File: config.mk
export PLATFORM = sky130hd
export DESIGN_NAME = adc_result_accumulate_format
export DESIGN_NICKNAME = d
export VERILOG_FILES = /design/src/include/adc_acc_pkg.sv /design/src/adc_result_accumulate_format.sv
export VERILOG_INCLUDE_DIRS = /design/src /design/src/include
export SDC_FILE = /design/constraint.sdc
export NUM_CORES = 1
export LEC_CHECK = 0
export ABC_AREA = 0
export BUFFER_PORTS_ARGS = -buffer_cell sky130_fd_sc_hd__buf_2
export CAP_MARGIN = 20
export CELL_PAD_IN_SITES_DETAIL_PLACEMENT = 1
export CELL_PAD_IN_SITES_GLOBAL_PLACEMENT = 2
export CORE_MARGIN = 3
export CORE_UTILIZATION = 37
export CTS_BUF_LIST = sky130_fd_sc_hd__clkbuf_8
export DETAILED_ROUTE_END_ITERATION = 16
export GPL_ROUTABILITY_DRIVEN = 1
export PLACE_DENSITY = 0.88
export SLEW_MARGIN = 15
export SYNTH_ARGS = -nofsm -noshare
export SYNTH_HDL_FRONTEND = slang
export SYNTH_SLANG_ARGS = --single-unit
File: constraint.sdc
create_clock -name sys_clk -period 2.6 [get_ports sys_clk]
set_input_delay 0.65 -clock sys_clk [delete_from_list [all_inputs] [get_ports sys_clk]]
set_output_delay 0.65 -clock sys_clk [all_outputs]
set_load 0.005 [all_outputs]
File: src/include/adc_acc_cfg.svh
// Constants of the converter result, accumulate and format block.
// Included by the package and the design; holds definitions only.
`ifndef ADC_ACC_CFG_SVH
`define ADC_ACC_CFG_SVH
// Repeat-count field codes
`define REPEAT_1 3'h0
`define REPEAT_4 3'h1
`define REPEAT_8 3'h2
`define REPEAT_16 3'h3
`define REPEAT_32 3'h4
`define REPEAT_64 3'h5
// Sample totals per series
`define TOTAL_1 7'h01
`define TOTAL_4 7'h04
`define TOTAL_8 7'h08
`define TOTAL_16 7'h10
`define TOTAL_32 7'h20
`define TOTAL_64 7'h40
// Justify and shift field codes
`define JUSTIFY_RIGHT 3'h0
`define JUSTIFY_LEFT 3'h4
`define JUSTIFY_LEFT_BIT 2
// Left justification moves a 10-bit code up by this many places
`define LEFT_JUSTIFY_SHIFT 6
// Low result byte value in 8-bit mode
`define LOW_BYTE_ZERO 8'h00
// Default converter power-up wait, in system clocks
`define POWERUP_CYCLES_DEFAULT 16
`endif

File: src/include/adc_acc_pkg.sv
// Types shared by the converter result, accumulate and format block.
// Assumes the constants header is on the include path.
package adc_acc_pkg;
`include "adc_acc_cfg.svh"
   typedef enum logic [1:0] {
      ST_IDLE,
      ST_POWERUP,
      ST_CONVERT
   } state_type;

   typedef struct packed {
      logic buffer_low_power_bit;
      logic [1:0] converter_bias_field;
      logic mux_low_power_bit;
   } power_cfg_type;

   typedef struct packed {
      logic [7:0] result_high_byte;
      logic [7:0] result_low_byte;
   } result_type;
endpackage

File: src/adc_result_accumulate_format.sv
// Digital back end of a SAR converter: power gating, SAR clock divider,
// sample accumulation and result formatting.
// Assumes an analog core that starts on core_start and answers with core_done
// plus a 10-bit code; control bits come straight from software-owned ports.
`timescale 1ns/1ns
`include "adc_acc_cfg.svh"
module adc_result_accumulate_format
   import adc_acc_pkg::*;
#(
   parameter int POWERUP_CYCLES = `POWERUP_CYCLES_DEFAULT
) (
   // Clock and reset
   input wire logic sys_clk,
   input wire logic reset_n,
   // Control bits
   input wire logic converter_enable_bit,
   input wire logic burst_mode_enable_bit,
   input wire logic eight_bit_mode_bit,
   input wire logic internal_ref_select,
   input wire logic [2:0] repeat_count_field,
   input wire logic [2:0] justify_shift_field,
   input wire logic [4:0] sar_clock_divider_field,
   input wire power_cfg_type power_control_reg,
   // Events
   input wire logic convert_start,
   input wire logic done_flag_clear,
   // Analog core
   output logic core_start,
   input wire logic core_done,
   input wire logic [9:0] core_code,
   output logic core_power_on,
   output logic ref_power_on,
   output power_cfg_type core_power_cfg,
   output logic sar_clock_tick,
   // Status and result
   output logic busy,
   output logic conversion_done_flag,
   output result_type result_word
);
   logic [1:0] rst_sync_reg;
   logic rst_n;
   state_type state_reg;
   logic [15:0] acc_reg;
   logic [6:0] count_reg;
   logic [6:0] total_reg;
   logic [15:0] pu_cnt_reg;
   logic [4:0] div_cnt_reg;
   logic tick_reg;
   logic start_reg;
   logic flag_reg;
   result_type result_reg;
   power_cfg_type pcfg_reg;
   logic accept;
   logic need_powerup;
   logic pu_done;
   logic last_conv;
   logic launch;
   logic left_sel;
   logic [1:0] shift_amt;
   logic [9:0] sample;
   logic [15:0] sum_next;
   logic [15:0] formatted;
   logic [6:0] count_inc;

   function automatic logic [6:0] repeat_total(input logic [2:0] f);
      case (f)
         `REPEAT_4: repeat_total = `TOTAL_4;
         `REPEAT_8: repeat_total = `TOTAL_8;
         `REPEAT_16: repeat_total = `TOTAL_16;
         `REPEAT_32: repeat_total = `TOTAL_32;
         `REPEAT_64: repeat_total = `TOTAL_64;
         default: repeat_total = `TOTAL_1;
      endcase
   endfunction

   always_ff @(posedge sys_clk or negedge reset_n) begin
      if (!reset_n) begin
         rst_sync_reg <= 2'h0;
      end else begin
         rst_sync_reg <= {rst_sync_reg[0], 1'b1};
      end
   end
   assign rst_n = rst_sync_reg[1];

   // Starts arriving outside ST_IDLE (power-up or conversion running) are dropped, not queued
   assign accept = convert_start && (state_reg == ST_IDLE);
   assign need_powerup = burst_mode_enable_bit && !converter_enable_bit;
   assign pu_done = (state_reg == ST_POWERUP) && (pu_cnt_reg == 16'(POWERUP_CYCLES - 1));
   assign count_inc = count_reg + 7'h01;
   // flag only after the full count
   assign last_conv = (state_reg == ST_CONVERT) && core_done && (count_inc == total_reg);
   assign launch = (accept && !need_powerup) || pu_done
      || ((state_reg == ST_CONVERT) && core_done && !last_conv && burst_mode_enable_bit);

   always_ff @(posedge sys_clk or negedge rst_n) begin
      if (!rst_n) begin
         state_reg <= ST_IDLE;
         pu_cnt_reg <= 16'h0000;
         start_reg <= 1'b0;
      end else begin
         start_reg <= launch;
         case (state_reg)
            ST_IDLE: begin
               pu_cnt_reg <= 16'h0000;
               if (accept) begin
                  state_reg <= need_powerup ? ST_POWERUP : ST_CONVERT;
               end
            end
            ST_POWERUP: begin
               pu_cnt_reg <= pu_cnt_reg + 16'h0001;
               if (pu_done) begin
                  state_reg <= ST_CONVERT;
               end
            end
            ST_CONVERT: begin
               if (core_done && (last_conv || !burst_mode_enable_bit)) begin
                  state_reg <= ST_IDLE;
               end
            end
            default: state_reg <= ST_IDLE;
         endcase
      end
   end

   // 8-bit mode drops the two LSBs
   assign sample = eight_bit_mode_bit ? {core_code[9:2], 2'h0} : core_code;
   assign sum_next = acc_reg + {6'h00, sample};

   // Non-burst series span several starts; count_reg marks the position
   always_ff @(posedge sys_clk or negedge rst_n) begin
      if (!rst_n) begin
         acc_reg <= 16'h0000;
         count_reg <= 7'h00;
         total_reg <= `TOTAL_1;
      end else if (accept && (count_reg == 7'h00)) begin
         acc_reg <= 16'h0000;
         total_reg <= repeat_total(repeat_count_field);
      end else if ((state_reg == ST_CONVERT) && core_done) begin
         acc_reg <= last_conv ? 16'h0000 : sum_next;
         count_reg <= last_conv ? 7'h00 : count_inc;
      end
   end

   assign left_sel = (total_reg == `TOTAL_1) && (justify_shift_field == `JUSTIFY_LEFT);
   assign shift_amt = justify_shift_field[`JUSTIFY_LEFT_BIT] ? 2'h0 : justify_shift_field[1:0];
   assign formatted = left_sel ? (sum_next << `LEFT_JUSTIFY_SHIFT) : (sum_next >> shift_amt);

   always_ff @(posedge sys_clk or negedge rst_n) begin
      if (!rst_n) begin
         result_reg <= '0;
      end else if (last_conv) begin
         result_reg.result_high_byte <= formatted[15:8];
         result_reg.result_low_byte <= eight_bit_mode_bit ? `LOW_BYTE_ZERO : formatted[7:0];
      end
   end

   // Set wins over a clear in the same cycle
   always_ff @(posedge sys_clk or negedge rst_n) begin
      if (!rst_n) begin
         flag_reg <= 1'b0;
      end else if (last_conv) begin
         flag_reg <= 1'b1;
      end else if (done_flag_clear) begin
         flag_reg <= 1'b0;
      end
   end

   always_ff @(posedge sys_clk or negedge rst_n) begin
      if (!rst_n) begin
         div_cnt_reg <= 5'h00;
         tick_reg <= 1'b0;
      end else begin
         tick_reg <= (div_cnt_reg >= sar_clock_divider_field);
         div_cnt_reg <= (div_cnt_reg >= sar_clock_divider_field) ? 5'h00 : div_cnt_reg + 5'h01;
      end
   end

   // buffer low power passed to core
   // bias and mux fields passed to core
   always_ff @(posedge sys_clk or negedge rst_n) begin
      if (!rst_n) begin
         pcfg_reg <= '0;
      end else begin
         pcfg_reg <= power_control_reg;
      end
   end

   assign core_power_on = burst_mode_enable_bit
      ? ((state_reg != ST_IDLE) || converter_enable_bit) : converter_enable_bit;
   assign ref_power_on = core_power_on && internal_ref_select;
   assign core_start = start_reg;
   assign core_power_cfg = pcfg_reg;
   assign sar_clock_tick = tick_reg;
   assign busy = (state_reg != ST_IDLE) || (count_reg != 7'h00);
   assign conversion_done_flag = flag_reg;
   assign result_word = result_reg;
endmodule

==> reports/qor.yml <==
worst_pin_slew_ns: 0.561
ant_nets: 0
critPathRequiredTime_ns: 2.86
tns_ns: -0.650
avgSynthCellArea_um2: 8.87
yosysSeqAreaShare_pct: 40.7
wirelength_um: 16400
hold_viol: 0
p_leak_nw: 2.92
cts.sinks: 77
r2r_start: "acc_reg[0]"
maxCapViolations: 0
critPathKind: "input port to register"
routed-via-count: 4714
io_buffers: 59
layout_common_cells: "buf_4, dfrtp_1, buf_2"
status: "finished, violations left"
cp-startpoint: "core_code[0]"
place_area_um2: 5800
hold_class: "input port to async pin"
reg2reg_to: "result_word[11]"
power_density_nw_per_um2: 1040
end_kind: "register"
netlist_area_um2: 4730
cts-hold-fix-buffers: 0
dp_slack_ns: -0.504
drc: 0
dieHeight_um: 119
fp.coreArea_um2: 12300
synth_seq_cells: 77
reg2regPathDepth: 11
report.final.slew_viol_count: 0
synthesis.nets: 589
cts_tree: "done"
violations: "setup timing"
rrSetupSlack_ns: -0.08
clock_latency_ns: 0.38
syn2layout_area_growth_pct: 35.8
finalSetupViolCount: 10
via_per_inst: 5.62
grt_pass1_vias: 5034
synth_cell_types: 69
fin_crit_sh_pct: 104
stdcell_area_um2: 6430
initialDrtViolationCount: 260
final_common_cell: "buf_4"
antenna_cells: 0
cts_root_buf: "clkbuf_8"
cts.clk_slew.worst_paths_ns: 0.09
grt_pass1_wl_um: 26000
cp_max_fo: 4
wire_per_inst_um: 19.5
fp.dieW_um: 119
async_flop_share_pct: 100
grt_usage_pct: 22.7
synth_cells: 534
yosysWarnings: 0
relSlewSlack_pct: 62.6
die_area_um2: 14200
grt_max_degree: 40
clockBufferDepth: 2
arrival_ns: 2.97
fmax_mhz: 369
post-route-util_pct: 52.4
start_util_pct: 38.6
rows: 40
antenna_found_initial: 0
ir_worst_vdd_mv: 0.346
min_period_ns: 2.71
numCtsBuffers: 9
synth_flop_cell: "dfrtp_1"
firstDrtPassIters: 4
skew_ns: 0.0117
htreeDepth: 3
rsz0062_at_grt: "yes"
fin_total_pwr_mw: 6.71
place.gp.congestion: 0.944
drive_above_1_share_pct: 32.0
fin_nets: 721
dpl.hpwl_um: 11500
io_pins: 60
overflow: 0
crit_path_start_kind: "input port"
worst_slack_ns: -0.113
synth_edf_count: 0
-- how the worst max path moves through the flow --
stage | endpoint | cells after the start
global route | result_word[11] | 13
global placement | result_word[3] | 11
detailed placement | result_word[6] | 11
finish | result_word[11] | 13
floorplan | result_word[12] | 10
CTS | result_word[6] | 11
-- worst max-delay path, cell delays in order --
cell and delay [ns]:
buf_6 0.09, nor2b_4 0.12, ha_4 0.17, fa_2 0.34
a21o_1 0.23, a211oi_4 0.33, buf_4 0.19, o21ai_4 0.06
a211oi_2 0.29, buf_4 0.17, nor3b_1 0.04, o21bai_1 0.16
a31oi_1 0.10
-- power by group --
group          switching [mW]  total, mW  internal, mW  leakage [nW]
registers               0.331       1.85          1.52          1.00
clock network           0.480       1.23         0.755         0.139
logic                    2.01       3.63          1.62          1.78
-- per-layer routing --
metal / vias to the layer above / share of wire, % / global-route usage, %
li1: 2199 / - / -
met1: 2380 / 44 / 29.7
met2: 117 / 50 / 37.5
met3: 18 / 5.0 / 5.51
met4: 0 / 1.4 / 6.30
met5: - / 0 / 0
-- cells by family (layout without fill, tap and decap cells) --
| group | count (synthesis) | count (layout) | share of synthesized area [%] |
|---|---|---|---|
| xor gates and xnor gates | 27 | 27 | 4.99 |
| buffers and inverters | 41 | 178 | 3.51 |
| and+or+nand+nor | 209 | 209 | 22.4 |
| adders and majority gates | 21 | 21 | 5.71 |
| AOI/OAI and AO/OA | 153 | 153 | 21.5 |
| muxes | 5 | 5 | 1.11 |
| DFF | 77 | 77 | 40.7 |
| other | 1 | 1 | 0.0792 |
-- synth_stat cells (all sizes together), types with 11 or more instances --
cell type  number  area (µm²)
dfrtp          76        1900
nand2          58         220
o21ai          53         269
nor2           51         191
a21oi          22         110
inv            22        82.6
nand3          22         115
ha             20         250
clkbuf         16        61.3
nor3           15        86.3
xnor2          15         131
xor2           12         105
or3            11        73.8
-- stage by stage --
stage          hold WS (ns)  cells
6_report             0.0469    839
5_1_grt              0.0216    839
4_1_cts              0.0248    829
3_5_place_dp          0.337    811
3_3_place_gp          0.336    811
2_1_floorplan         0.331    534
-- cell type report --
| class | instances | area (µm²) |
|---|---|---|
| tap | 168 | 210 |
| timing repair buffer | 140 | 961 |
| clock buffer | 10 | 138 |
| sequential | 77 | 1930 |
| multi-input combinational | 416 | 2980 |
| fill | 1411 | 5830 |
| clock inverter | 6 | 128 |
| inverter | 22 | 82.6 |
-- what timing repair did --
item                       in CTS  in global routing
pin swaps                       7                 34
buffers inserted                2                 11
resized for setup               7                 50
setup endpoints to repair      10                 17
gates cloned                    0                  0
No activity file was read; power rests on OpenSTA's default activity.
